File: src/pin_port_regs.vh
// register offsets, field positions, reset values and widths of the
// multifunction pin port
// assumes inclusion by bare name from the design files of this port
`ifndef PIN_PORT_REGS_VH
`define PIN_PORT_REGS_VH

// register offsets on the plain register port
`define AUX_CFG_OFFSET 8'h16
`define PIN_LEVEL_OFFSET 8'h17

// widths
`define ADDR_WIDTH 8
`define DATA_WIDTH 16
`define PIN_COUNT 6

// aux_pin_config_reg fields
`define SERIAL_SEL_BIT 15
`define DIGITAL_SEL_MSB 13
`define DIGITAL_SEL_LSB 8
`define DIRECTION_MSB 5
`define DIRECTION_LSB 0

// pin_level_reg fields
`define OUT_LEVEL_MSB 13
`define OUT_LEVEL_LSB 8
`define IN_LEVEL_MSB 5
`define IN_LEVEL_LSB 0

// reset values
`define SERIAL_SEL_RESET 1'h0
`define DIGITAL_SEL_RESET 6'h3F
`define DIRECTION_RESET 6'h00
`define OUT_LEVEL_RESET 6'h00
`define IN_LEVEL_RESET 6'h00

// pins taken over by the two-wire controller
`define DATA_LINE_PIN 0
`define CLOCK_LINE_PIN 1

// synchroniser depth for pin inputs
`define SYNC_STAGES 3

`endif

File: src/pin_input_sync.v
// three-stage synchroniser with agreement filter for asynchronous pins
// assumes the inputs come from pads outside the clk domain
`timescale 1ns/1ps

module pin_input_sync #(
  parameter WIDTH = 6
) (
  input wire clk,
  input wire reset_n,
  input wire [WIDTH-1:0] asyncIn,
  output wire [WIDTH-1:0] syncOut
);

  reg [WIDTH-1:0] stage1_q;
  reg [WIDTH-1:0] stage2_q;
  reg [WIDTH-1:0] stage3_q;
  reg [WIDTH-1:0] stable_q;
  integer i;

  // stage1 feeds only stage2; the filter looks at stages 2 and 3
  always @(posedge clk or negedge reset_n) begin
    if (!reset_n) begin
      stage1_q <= {WIDTH{1'b0}};
      stage2_q <= {WIDTH{1'b0}};
      stage3_q <= {WIDTH{1'b0}};
      stable_q <= {WIDTH{1'b0}};
    end else begin
      stage1_q <= asyncIn;
      stage2_q <= stage1_q;
      stage3_q <= stage2_q;
      // a level counts only once two stages agree, hiding one-cycle glitches
      for (i = 0; i < WIDTH; i = i + 1) begin
        if (stage2_q[i] == stage3_q[i]) begin
          stable_q[i] <= stage3_q[i];
        end
      end
    end
  end

  assign syncOut = stable_q;

endmodule

File: src/multifunction_pin_port.v
// six-pin multifunction port: analog/digital select, direction, output
// level, sampled input level, and two-wire controller takeover of pins 1:0
// assumes a same-clock transport that pulses addrParityDone at the end of
// the parity bit after the address byte of a read, and a two-wire engine
// that asks for the lines to be pulled low
`timescale 1ns/1ps
`include "pin_port_regs.vh"

module multifunction_pin_port #(
  parameter PINS = `PIN_COUNT
) (
  input wire clk,
  input wire reset_n,
  input wire [`ADDR_WIDTH-1:0] addr,
  input wire [`DATA_WIDTH-1:0] wdata,
  input wire writeStrobe,
  input wire readStrobe,
  output wire [`DATA_WIDTH-1:0] rdata,
  input wire addrParityDone,
  input wire [PINS-1:0] pinIn,
  output wire [PINS-1:0] pinOut,
  output wire [PINS-1:0] pinOe,
  output wire [PINS-1:0] pinPulldown,
  output wire [PINS-1:0] pinAnalogSel,
  output wire [PINS-1:0] inputBufferEn,
  input wire [PINS-1:0] measureEnableSecond,
  output wire [PINS-1:0] auxMeasureEn,
  input wire sdaDriveLow,
  input wire sclDriveLow,
  output wire sdaIn,
  output wire sclIn,
  output wire serialActive
);

  localparam DATA_PIN = `DATA_LINE_PIN;
  localparam CLK_PIN = `CLOCK_LINE_PIN;

  // clears the two pins owned by the serial controller when it is active
  function [PINS-1:0] dropSerialPins;
    input [PINS-1:0] value;
    input serialOn;
    begin
      dropSerialPins = value;
      if (serialOn) begin
        dropSerialPins[DATA_PIN] = 1'b0;
        dropSerialPins[CLK_PIN] = 1'b0;
      end
    end
  endfunction

  // places a six-bit field into a register word at the given low bit
  function [`DATA_WIDTH-1:0] placeField;
    input [PINS-1:0] value;
    input integer lsb;
    begin
      placeField = {`DATA_WIDTH{1'b0}};
      placeField = {{(`DATA_WIDTH-PINS){1'b0}}, value} << lsb;
    end
  endfunction

  // software-visible configuration state
  reg serialSel_q;
  reg [PINS-1:0] digitalSel_q;
  reg [PINS-1:0] direction_q;
  reg [PINS-1:0] outputLevel_q;

  // input level snapshot taken during a read transaction
  reg [PINS-1:0] levelSnapshot_q;

  // registered pin controls
  reg [PINS-1:0] pinOut_q;
  reg [PINS-1:0] pinOe_q;
  reg [PINS-1:0] pinPulldown_q;
  reg [PINS-1:0] pinAnalogSel_q;
  reg [PINS-1:0] inputBufferEn_q;
  reg [PINS-1:0] auxMeasureEn_q;
  reg sdaIn_q;
  reg sclIn_q;
  reg serialActive_q;

  reg [PINS-1:0] pinOut_d;
  reg [PINS-1:0] pinOe_d;
  reg [PINS-1:0] pinPulldown_d;
  reg [PINS-1:0] pinAnalogSel_d;
  reg [PINS-1:0] inputBufferEn_d;
  reg [PINS-1:0] auxMeasureEn_d;

  // register read path
  reg [`DATA_WIDTH-1:0] rdata_q;
  reg [`DATA_WIDTH-1:0] rdata_d;

  wire [PINS-1:0] pinLevelSync;
  wire writeAuxCfg;
  wire writeLevel;
  wire [PINS-1:0] digitalEff;
  wire [PINS-1:0] directionEff;
  wire [PINS-1:0] levelEff;
  wire [PINS-1:0] levelVisible;

  // pads are asynchronous to clk, so every pin level is synchronised
  pin_input_sync #(
    .WIDTH(PINS)
  ) inputSync (
    .clk(clk),
    .reset_n(reset_n),
    .asyncIn(pinIn),
    .syncOut(pinLevelSync)
  );

  // address decode of the two registers
  assign writeAuxCfg = writeStrobe && (addr == `AUX_CFG_OFFSET);
  assign writeLevel = writeStrobe && (addr == `PIN_LEVEL_OFFSET);

  // configuration writes; unused and read-only bits are simply not stored
  always @(posedge clk or negedge reset_n) begin
    if (!reset_n) begin
      serialSel_q <= `SERIAL_SEL_RESET;
      digitalSel_q <= `DIGITAL_SEL_RESET;
      direction_q <= `DIRECTION_RESET;
      outputLevel_q <= `OUT_LEVEL_RESET;
    end else begin
      if (writeAuxCfg) begin
        serialSel_q <= wdata[`SERIAL_SEL_BIT];
        digitalSel_q <= wdata[`DIGITAL_SEL_MSB:`DIGITAL_SEL_LSB];
        direction_q <= wdata[`DIRECTION_MSB:`DIRECTION_LSB];
      end
      if (writeLevel) begin
        // only the output field is stored; input bits 5:0 are dropped
        outputLevel_q <= wdata[`OUT_LEVEL_MSB:`OUT_LEVEL_LSB];
      end
    end
  end

  // settings as seen by the pins: serial mode masks pins 1:0, stored bits
  // stay untouched so that reads return what software wrote
  assign digitalEff = dropSerialPins(digitalSel_q, serialSel_q);
  assign directionEff = dropSerialPins(direction_q, serialSel_q);
  assign levelEff = dropSerialPins(outputLevel_q, serialSel_q);

  // pin control decode for every pin
  integer p;
  always @* begin
    pinOut_d = {PINS{1'b0}};
    pinOe_d = {PINS{1'b0}};
    pinPulldown_d = {PINS{1'b0}};
    pinAnalogSel_d = {PINS{1'b0}};
    inputBufferEn_d = {PINS{1'b0}};
    auxMeasureEn_d = {PINS{1'b0}};
    for (p = 0; p < PINS; p = p + 1) begin
      if (digitalEff[p]) begin
        // the buffer runs in both directions so the pad stays readable
        inputBufferEn_d[p] = 1'b1;
        if (directionEff[p]) begin
          pinOut_d[p] = levelEff[p];
          pinOe_d[p] = 1'b1;
        end else begin
          pinPulldown_d[p] = 1'b1;
        end
      end else begin
        // analog mode leaves the pad high-z for the measurement path
        pinAnalogSel_d[p] = 1'b1;
        auxMeasureEn_d[p] = measureEnableSecond[p];
      end
    end
    if (serialSel_q) begin
      // open-drain lines: output level is always low, enable pulls down
      pinAnalogSel_d[DATA_PIN] = 1'b0;
      pinAnalogSel_d[CLK_PIN] = 1'b0;
      auxMeasureEn_d[DATA_PIN] = 1'b0;
      auxMeasureEn_d[CLK_PIN] = 1'b0;
      pinOut_d[DATA_PIN] = 1'b0;
      pinOut_d[CLK_PIN] = 1'b0;
      pinOe_d[DATA_PIN] = sdaDriveLow;
      pinOe_d[CLK_PIN] = sclDriveLow;
      // the data line is two-way, the clock line is read for stretching
      inputBufferEn_d[DATA_PIN] = 1'b1;
      inputBufferEn_d[CLK_PIN] = 1'b1;
    end
  end

  // pin controls come from flip-flops; one cycle of latency after a write
  always @(posedge clk or negedge reset_n) begin
    if (!reset_n) begin
      pinOut_q <= {PINS{1'b0}};
      pinOe_q <= {PINS{1'b0}};
      pinPulldown_q <= {PINS{1'b0}};
      pinAnalogSel_q <= {PINS{1'b0}};
      inputBufferEn_q <= {PINS{1'b0}};
      auxMeasureEn_q <= {PINS{1'b0}};
      serialActive_q <= 1'b0;
    end else begin
      pinOut_q <= pinOut_d;
      pinOe_q <= pinOe_d;
      pinPulldown_q <= pinPulldown_d;
      pinAnalogSel_q <= pinAnalogSel_d;
      inputBufferEn_q <= inputBufferEn_d;
      auxMeasureEn_q <= auxMeasureEn_d;
      serialActive_q <= serialSel_q;
    end
  end

  // line levels handed to the two-wire engine; zero when serial mode is off
  always @(posedge clk or negedge reset_n) begin
    if (!reset_n) begin
      sdaIn_q <= 1'b0;
      sclIn_q <= 1'b0;
    end else begin
      sdaIn_q <= serialSel_q & pinLevelSync[DATA_PIN];
      sclIn_q <= serialSel_q & pinLevelSync[CLK_PIN];
    end
  end

  // snapshot of pad levels, frozen between read transactions so a slow
  // register transfer reports one consistent set of bits
  always @(posedge clk or negedge reset_n) begin
    if (!reset_n) begin
      levelSnapshot_q <= `IN_LEVEL_RESET;
    end else if (addrParityDone) begin
      levelSnapshot_q <= pinLevelSync;
    end
  end

  // non-digital pins and serial-owned pins read as zero
  assign levelVisible = levelSnapshot_q & digitalEff;

  // read data mux; unmapped addresses answer zero
  always @* begin
    rdata_d = {`DATA_WIDTH{1'b0}};
    if (readStrobe) begin
      case (addr)
        `AUX_CFG_OFFSET: begin
          // stored bits come back even while serial mode masks them
          rdata_d[`SERIAL_SEL_BIT] = serialSel_q;
          rdata_d = rdata_d | placeField(digitalSel_q,
                                         `DIGITAL_SEL_LSB);
          rdata_d = rdata_d | placeField(direction_q,
                                         `DIRECTION_LSB);
        end
        `PIN_LEVEL_OFFSET: begin
          rdata_d = placeField(outputLevel_q, `OUT_LEVEL_LSB);
          rdata_d = rdata_d | placeField(levelVisible,
                                         `IN_LEVEL_LSB);
        end
        default: begin
          rdata_d = {`DATA_WIDTH{1'b0}};
        end
      endcase
    end
  end

  // read data stand for exactly the cycle after the read strobe
  always @(posedge clk or negedge reset_n) begin
    if (!reset_n) begin
      rdata_q <= {`DATA_WIDTH{1'b0}};
    end else begin
      rdata_q <= rdata_d;
    end
  end

  assign rdata = rdata_q;
  assign pinOut = pinOut_q;
  assign pinOe = pinOe_q;
  assign pinPulldown = pinPulldown_q;
  assign pinAnalogSel = pinAnalogSel_q;
  assign inputBufferEn = inputBufferEn_q;
  assign auxMeasureEn = auxMeasureEn_q;
  assign sdaIn = sdaIn_q;
  assign sclIn = sclIn_q;
  assign serialActive = serialActive_q;

endmodule

File: config.mk
export PLATFORM = sky130hd
export DESIGN_NAME = multifunction_pin_port
export DESIGN_NICKNAME = d
export VERILOG_FILES = /design/src/pin_input_sync.v /design/src/multifunction_pin_port.v
export VERILOG_INCLUDE_DIRS = /design/src
export SDC_FILE = /design/constraint.sdc
export NUM_CORES = 1
export LEC_CHECK = 0
export BUFFER_PORTS_ARGS = -buffer_cell sky130_fd_sc_hd__buf_2
export CAP_MARGIN = 20
export CORE_UTILIZATION = 34
export DETAILED_ROUTE_END_ITERATION = 10
export REMOVE_ABC_BUFFERS = 1
export SLEW_MARGIN = 30
export SYNTH_ARGS = -nofsm -noshare
export SYNTH_HDL_FRONTEND = slang
export SYNTH_SLANG_ARGS = --single-unit
export TNS_END_PERCENT = 50
File: constraint.sdc
create_clock -name clk -period 1.2 [get_ports clk]
set_input_delay 0.12 -clock clk [delete_from_list [all_inputs] [get_ports clk]]
set_output_delay 0.12 -clock clk [all_outputs]
set_load 0.1 [all_outputs]
======== Word level (Yosys, flattened, before mapping) ========
Index checks and enable logic that the tools add are counted.
storage, ports and cells
  register bits after elaboration ......... 104
  input port bits ......................... 43
  output and inout bits ................... 55
  word-level logic and storage cells ...... 103
operators by class
  equality and inequality tests ........... 8
  mux-type cells .......................... 63
  bitwise operators ....................... 6
  reduce and logical (&&, ||, !) cells .... 2
operator list
  cell                                                              number
  1-bit two-way mux                                                 54
  16-bit case mux with 2 select lines                               1
  8-bit by 5-bit == test with 1-bit output (second input constant)  2
  16-bit two-way mux                                                1
  16-bit by 14-bit OR with 16-bit output                            1
  16-bit by 6-bit OR with 16-bit output                             1
  2-bit two-way mux                                                 7
  14-bit by 6-bit OR with 14-bit output                             1
  6-bit AND                                                         1
  1-bit == test                                                     6
  1-bit AND                                                         2
  1-bit logical AND                                                 2

======== Depth between registers and ports, before layout ========
Gate-level depths: netlist of run 1.
  depth in word-level cells ............... 5
  mapped depth ............................ 5
  mapped depth without buffers ............ 3

======== Cells and area by module ========
From an unflattened synthesis of run 1, not the netlist that was laid out.
unflattened totals
  cells, all modules ...................... 220
  area, all modules ....................... 3,427.0 µm²
modules (own cells, without submodules)
  module                  times used  cells an instance  area each (µm²)  seq. area each (µm²)
  multifunction_pin_port  1           190                2,758.9          1,934.4
  pin_input_sync          1           30                 668.1            600.6

======== Least setup slack after synthesis of run 1 ========
No wires, ideal clock.
  path kind ............................... input port to flip-flop
  start point ............................. in addr[5]
  end point ............................... reg outputLevel_q[0]
  library setup time ...................... 125 ps
  arrival ................................. 1,583 ps
  required time ........................... 1,075 ps
  slack ................................... -508 ps
  stages on the path ...................... 4
  path buffers ............................ 1
  cells stage by stage .................... or4b_4 > or4_4 > buf_6 > mux2_4
between the ends
  longest elaborated chain between the ends .. 2
RTL lines
  element                                   line                          text
  from (decl)                               multifunction_pin_port.v:14   input wire [`ADDR_WIDTH-1:0] addr,
  8-bit by 5-bit == test with 1-bit output  -
  1-bit logical AND                         multifunction_pin_port.v:112  assign writeLevel = writeStrobe && (addr == `PIN_LEVEL_OFFSET);
  to (signal assigned)                      multifunction_pin_port.v:120  outputLevel_q <= `OUT_LEVEL_RESET;
  to (signal assigned)                      multifunction_pin_port.v:129  outputLevel_q <= wdata[`OUT_LEVEL_MSB:`OUT_LEVEL_LSB];
  to (decl)                                 multifunction_pin_port.v:65   reg [PINS-1:0] outputLevel_q;
Every way passes these cells.
A chain may end at the register's enable or synchronous reset.

======== Worst setup path after layout of run 1 ========
  start point ............................. in addr[5]
  end point ............................... reg outputLevel_q[4]
Same word-level chain as after synthesis.

==> flow_summary.yaml, run 1 <==
outcome:
  status: "finished, violations left"
  violations: "setup timing"
timing:
  finalCritPeriodShare_pct: 123
  worst_slack_ps: -273
  rsz0062_at_grt: "yes"
  finalClockSkew_ps: 7.63
  tns_ps: -5120
  period_minus_slack_ps: 1470
  finalHoldViolations: 0
  fmax_mhz: 679
  final-max-slew-violation-count: 0
  setup_violations: 32
  hold_ws_ps: 26.0
setup_path:
  cpPeakStageDelay_ps: 600
  startpoint: "addr[5]"
  r2r_end: "rdata[1]$_DFF_PN0_"
  worstSetupPathType: "in -> reg"
  crit_family: "simple AND/OR/NAND/NOR gates"
  r2r_slack_ps: 60
  rr_worst_depth: 3
  crit_buf_inv: 1
  crit_fanout: 6
  cp.required_ps: 1440
  cp_data_arrival_time_ps: 1710
  end_kind: "flip-flop"
  worstSetupStartpointType: "input pin"
  reg2reg_from: "digitalSel_q[1]$_DFFE_PN1P_"
  worstPathCellList: "buf_6, or4b_4, or4_4, mux2_4"
  cp_slowest_cell: "or4_4"
grt:
  antenna_found_initial: 0
  grt_max_degree: 41
  overflow: 0
  grt_pass1_wl_um: 9940
  track_usage_pct: 13.1
  grt_pass1_vias: 1995
floorplan:
  core-area_um2: 9730
  die_x_um: 102
  ios: 98
  die_h_um: 102
  initial_core_util_pct: 35.0
  die-area_um2: 10400
  rows: 36
yosys:
  ys.warnings.count: 0
  synth_largest_area_cell: "dfrtp_1"
  syn_avg_cell_area_um2: 15.6
  yosysTopAreaCellShare_pct: 69.8
  synth-seq-cells: 101
  synthesis.area_um2: 3410
  synth_cell_types: 27
  ys_seq_area_share_pct: 74.4
  synth.area.top_cells: "dfrtp_1, mux2_2, dfstp_2, mux2_4, maj3_1"
  syn_inst: 218
min_path:
  hold_class: "in -> reg"
  hp-start: "wdata[12]"
  holdPathEnd: "digitalSel_q[4]$_DFFE_PN1P_"
  min_path_cells: 2
route:
  final_antenna_net_count: 0
  drt-total-wl_um: 6480
  vias: 2070
  drtPass1Iterations: 4
  drt_iter0_markers: 42
  drcViolationCount: 0
  wl_per_cell_um: 13.4
  viasPerCell: 4.27
pwr:
  clockPowerShare_pct: 30.6
  vdd_drop_max_uv: 482
  swShare_pct: 28.1
  pwr-share-seq_pct: 55.4
  powerDensity_nw_per_um2: 1390
  leakagePower_uw: 0.00235
  p_switching_uw: 1860
  combPwrFrac_pct: 14.0
  intPower_uw: 4760
clocking:
  cts_sinks: 101
  clkLatencyLatePin_ps: 350
  path_clk_slew_ps: 90
  clockBufferDepth: 2
  cts_tree: "built"
  root_buffer: "clkbuf_8"
  htree_levels: 3
  cts_buffers: 9
final_layout:
  n_antenna_cell: 0
  fin_area_um2: 4750
  layout.nets: 390
  final.fill_count: 893
  final_util_pct: 48.8
  drive_above_1_share_pct: 44.0
  multi_input_area_um2: 838
  syn_to_final_growth_pct: 39.4
  regArea_um2: 2530
placed_design:
  gp_congestion: 0.695
  portBuffers: 91
  dp_hpwl_um: 4230
  place_area_um2: 4110
flow_run:
  cap_viol_max_count: 0
[power by group through the flow]
stage,Clock [µW],Sequential [µW],Combinational [µW]
floorplan,0,4100,177
global placement,0,3730,821
detailed placement,0,3740,831
CTS,2130,3670,934
global route,2250,3690,980
finish,2030,3670,927
[metal layers]
metal / wire (µm) / up-vias / GRT usage, %
met1: 2860 / 1014 / 15.9
met2: 3130 / 65 / 21.3
li1: - / 975 / -
met3: 310 / 16 / 3.08
met5: 0 / - / 0
met4: 181 / 0 / 7.47
[state kept, by name, indices dropped and copies added, names as in the netlist]
name,cells
inputSync.stage2_q,6
inputBufferEn,6
inputSync.stage1_q,6
pinOut,6
sclIn,1
levelSnapshot_q,6
serialSel_q,1
inputSync.stage3_q,6
pinPulldown,6
inputSync.syncOut,6
serialActive,1
digitalSel_q,6
outputLevel_q,6
rdata,13
auxMeasureEn,6
direction_q,6
sdaIn,1
pinAnalogSel,6
pinOe,6
[through the flow]
stage / setup WS [ps] / total power, µW / std cells
final: -273 / 6620 / 485
after global routing: -266 / 6920 / 485
after CTS: -249 / 6730 / 483
after detailed placement: -650 / 4570 / 444
after global placement: -621 / 4550 / 444
after floorplan: -552 / 4270 / 210
[layout make-up]
type | count | area share (%)
clock inverter | 5 | 0.896
tap | 133 | 3.50
clock buffer | 11 | 3.19
sequential | 101 | 53.4
timing repair buffer | 126 | 20.7
inverter | 9 | 0.711
multi-input combinational | 100 | 17.7
[how the worst max path moves through the flow]
stage / cells after the start / to
CTS: 4 / outputLevel_q[4]$_DFFE_PN0P_
finish: 4 / outputLevel_q[4]$_DFFE_PN0P_
detailed placement: 4 / outputLevel_q[3]$_DFFE_PN0P_
floorplan: 3 / direction_q[0]$_DFFE_PN0P_
global route: 4 / outputLevel_q[4]$_DFFE_PN0P_
global placement: 4 / outputLevel_q[5]$_DFFE_PN0P_
[cells by family after synthesis]
logic type | share of synthesized area [%]
flip-flops | 74.4
other | 0.110
adder cells (fa/ha/maj) | 1.76
AO/OA/AOI/OAI | 1.40
multiplexers | 10.7
AND/OR/NAND/NOR | 8.99
buffers and inverters | 2.68
[timing repair]
action,in CTS,in global routing
cloned,0,1
hold endpoints to repair,118,0
hold buffers,23,0
gates resized for setup,62,3
buffers inserted,0,1
endpoints found under the setup margin,83,32
[cell usage after synthesis, drive strengths merged]
library cell   n
conb           1
or3            1
and2           8
mux2          25
and3           6
dfstp          6
maj3           6
inv            9
or4            1
or2            1
nor4           1
a22o           2
dfrtp         95
nand2          6
nor2b          8
nor3b          1
a21oi          6
mux2i          6
clkbuf         5
nand3          6
buf            5
or4b           1
nand3b         1
nor2          11
[cells in the final DEF, fill, tap and decap left out, drive strengths merged, types with 6 or more instances in the layout]
master	instances
buf	102
dfrtp	95
mux2	25
dlygate4sd3	23
clkbuf	12
nor2	11
inv	11
nor2b	8
and2	8
and3	6
mux2i	6
nand2	6
nand3	6
a21oi	6
maj3	6
dfstp	6
[worst reg2reg max path: cells and delay by family, from the launching register on]
| kind | cells | cell delay, ps |
|---|---|---|
| AO/OA/AOI/OAI | 1 | 140 |
| AND/OR/NAND/NOR | 2 | 360 |
| flip-flops | 1 | 570 |
(Power assumes the default switching activity.)
==> run 2, diff against run 1 <==
--- a/config.mk
+++ b/config.mk
@@ -8,6 +8,8 @@
 export LEC_CHECK = 0
 export BUFFER_PORTS_ARGS = -buffer_cell sky130_fd_sc_hd__buf_2
 export CAP_MARGIN = 20
+export CORE_ASPECT_RATIO = 1.25
+export CORE_MARGIN = 10
 export CORE_UTILIZATION = 34
 export DETAILED_ROUTE_END_ITERATION = 10
 export REMOVE_ABC_BUFFERS = 1
==> run 2 against run 1 <==
The run still ends with setup timing left; global-route usage is 2.4 points lower; wire length rose by 14%; critical path depth did not move; via count fell by 2.9%; largest cell class unchanged; power up 14%; sequential cell count unchanged; clock-buffer cell count did not move; clock power up 46%; worst setup slack gained 8.5 ps; sequential share of layout area shrank 0.14 points; design area up 0.32%; first-iteration DRC count increased by 120%.
==> flow_summary.yaml, run 2 (synthesis results as in run 1) <==
outcome:
  status: "finished, violations left"
  violations: "setup timing"
setup_path:
  cp_data_arrival_time_ps: 1690
  rr_worst_depth: 3
  worstSetupPathType: "in -> reg"
  worstSetupStartpointType: "input pin"
  cp.required_ps: 1420
  r2r_end: "auxMeasureEn[0]$_DFF_PN0_"
  end_kind: "flip-flop"
  r2r_slack_ps: 120
  crit_fanout: 6
  reg2reg_from: "serialSel_q$_DFFE_PN0P_"
placed_design:
  gp_congestion: 0.695
  dp_hpwl_um: 5240
  portBuffers: 91
  placed_cells: 436
min_path:
  hp-start: "measureEnableSecond[5]"
  hold_class: "in -> reg"
  holdPathEnd: "auxMeasureEn[5]$_DFF_PN0_"
  min_path_cells: 2
grt:
  overflow: 0
  track_usage_pct: 10.6
  grt_max_degree: 52
  grt_pass1_wl_um: 11800
  grtUsageMet2_pct: 17.6
  antenna_found_initial: 0
  grt_util_met3_pct: 3.62
  grt_use_met1_pct: 11.5
  grt_pass1_vias: 2259
  busiest_layer: "met2"
timing:
  finalCritPeriodShare_pct: 122
  finalClockSkew_ps: 6.63
  final-max-slew-violation-count: 0
  tns_ps: -3570
  fmax_mhz: 683
  worst_slack_ps: -264
  finalHoldViolations: 0
  period_minus_slack_ps: 1460
  setup_violations: 20
  rsz0062_at_grt: "yes"
floorplan:
  initial_core_util_pct: 35.1
  die_x_um: 110
  core-area_um2: 9710
  ios: 98
  die_h_um: 132
  rows: 40
  die-area_um2: 14500
clocking:
  cts_sinks: 101
  htree_levels: 3
  cts_tree: "built"
  path_clk_slew_ps: 60
  clockBufferDepth: 2
  root_buffer: "clkbuf_16"
  clkLatencyLatePin_ps: 340
  cts_setup_buffers: 0
  cts_buffers: 9
final_layout:
  drive_above_1_share_pct: 46.2
  regArea_um2: 2540
  stdcell_count: 464
  layout.nets: 376
  largest_reg_flops: 13
  syn_to_final_growth_pct: 39.8
  multi_input_area_um2: 847
  n_antenna_cell: 0
  final_cell_mix: "dfrtp_1, buf_4, buf_2"
  final.fill_count: 865
  mostFrequentLayoutCell: "dfrtp_1"
route:
  drt_iter0_markers: 92
  vias: 2011
  final_antenna_net_count: 0
  drcViolationCount: 0
  viasPerCell: 4.33
  drt-total-wl_um: 7380
  wl_per_cell_um: 15.9
  drtPass1Iterations: 4
pwr:
  leakagePower_uw: 0.00235
  power_uw: 7540
  vdd_drop_max_uv: 615
  powerDensity_nw_per_um2: 1580
flow_run:
  cap_viol_max_count: 0
run 2: changes by cell type in the layout (fill, tap and decap cells not counted), moves of 2 or more:
cell	delta
nor2b_1	-2
nor2b_2	+2
buf_4	-5
dlygate4sd3_1	-12
clkbuf_16	+9
buf_12	+2
clkbuf_8	-9
run 2: how the worst max path moves through the flow:
stage,start,end,slack (ps),depth (start not counted)
4_1_cts,addr[5],outputLevel_q[0]$_DFFE_PN0P_,-250,4
5_1_grt,addr[5],outputLevel_q[0]$_DFFE_PN0P_,-270,4
3_5_place_dp,addr[5],outputLevel_q[3]$_DFFE_PN0P_,-630,4
3_3_place_gp,addr[5],outputLevel_q[2]$_DFFE_PN0P_,-610,4
2_1_floorplan,addr[5],direction_q[0]$_DFFE_PN0P_,-550,3
6_report,addr[5],outputLevel_q[0]$_DFFE_PN0P_,-260,4
run 2: routing by layer:
layer  vias to the layer above  part of all wire (%)
li1                        946                     -
met1                       997                    38
met2                        57                    53
met3                        11                   6.7
met4                         0                   2.5
met5                         -                     0
run 2: where the power goes:
part | total, µW | internal (µW) | switching [µW] | leakage, µW
registers | 3680 | 3580 | 100 | 0.00127
logic | 898 | 275 | 623 | 0.000921
clock network | 2970 | 1750 | 1220 | 0.000157
run 2: layout make-up:
type,count,share of cell area (%)
well taps,126,3.31
flip-flops and latches,101,53.2
multi-input cells,100,17.8
clock buffers,11,5.30
clock inverters,5,1.37
inverters,9,0.709
repair buffers,112,18.3
run 2: per-stage QoR:
step           hold WS (ps)  worst slack (ps)  utilization (%)  area (µm²)
2_1_floorplan          -176              -552                -        3360
3_3_place_gp           9.90              -608             42.5        4130
3_5_place_dp           11.1              -633             42.5        4130
4_1_cts               0.575              -254             48.7        4730
5_1_grt                2.95              -270             49.1        4760
6_report               6.51              -264             49.1        4760
run 2: what timing repair did:
action	4_1_cts	5_1_grt
hold endpoints to repair	106	0
endpoints found under the setup margin	79	34
pin swaps	0	1
hold buffers	11	0
cloned	0	1
resized for setup	61	5
run 2: critical path: stages:
cell and delay (ps):
buf_6 90, or4b_4 570, or4_4 590, mux2_4 320
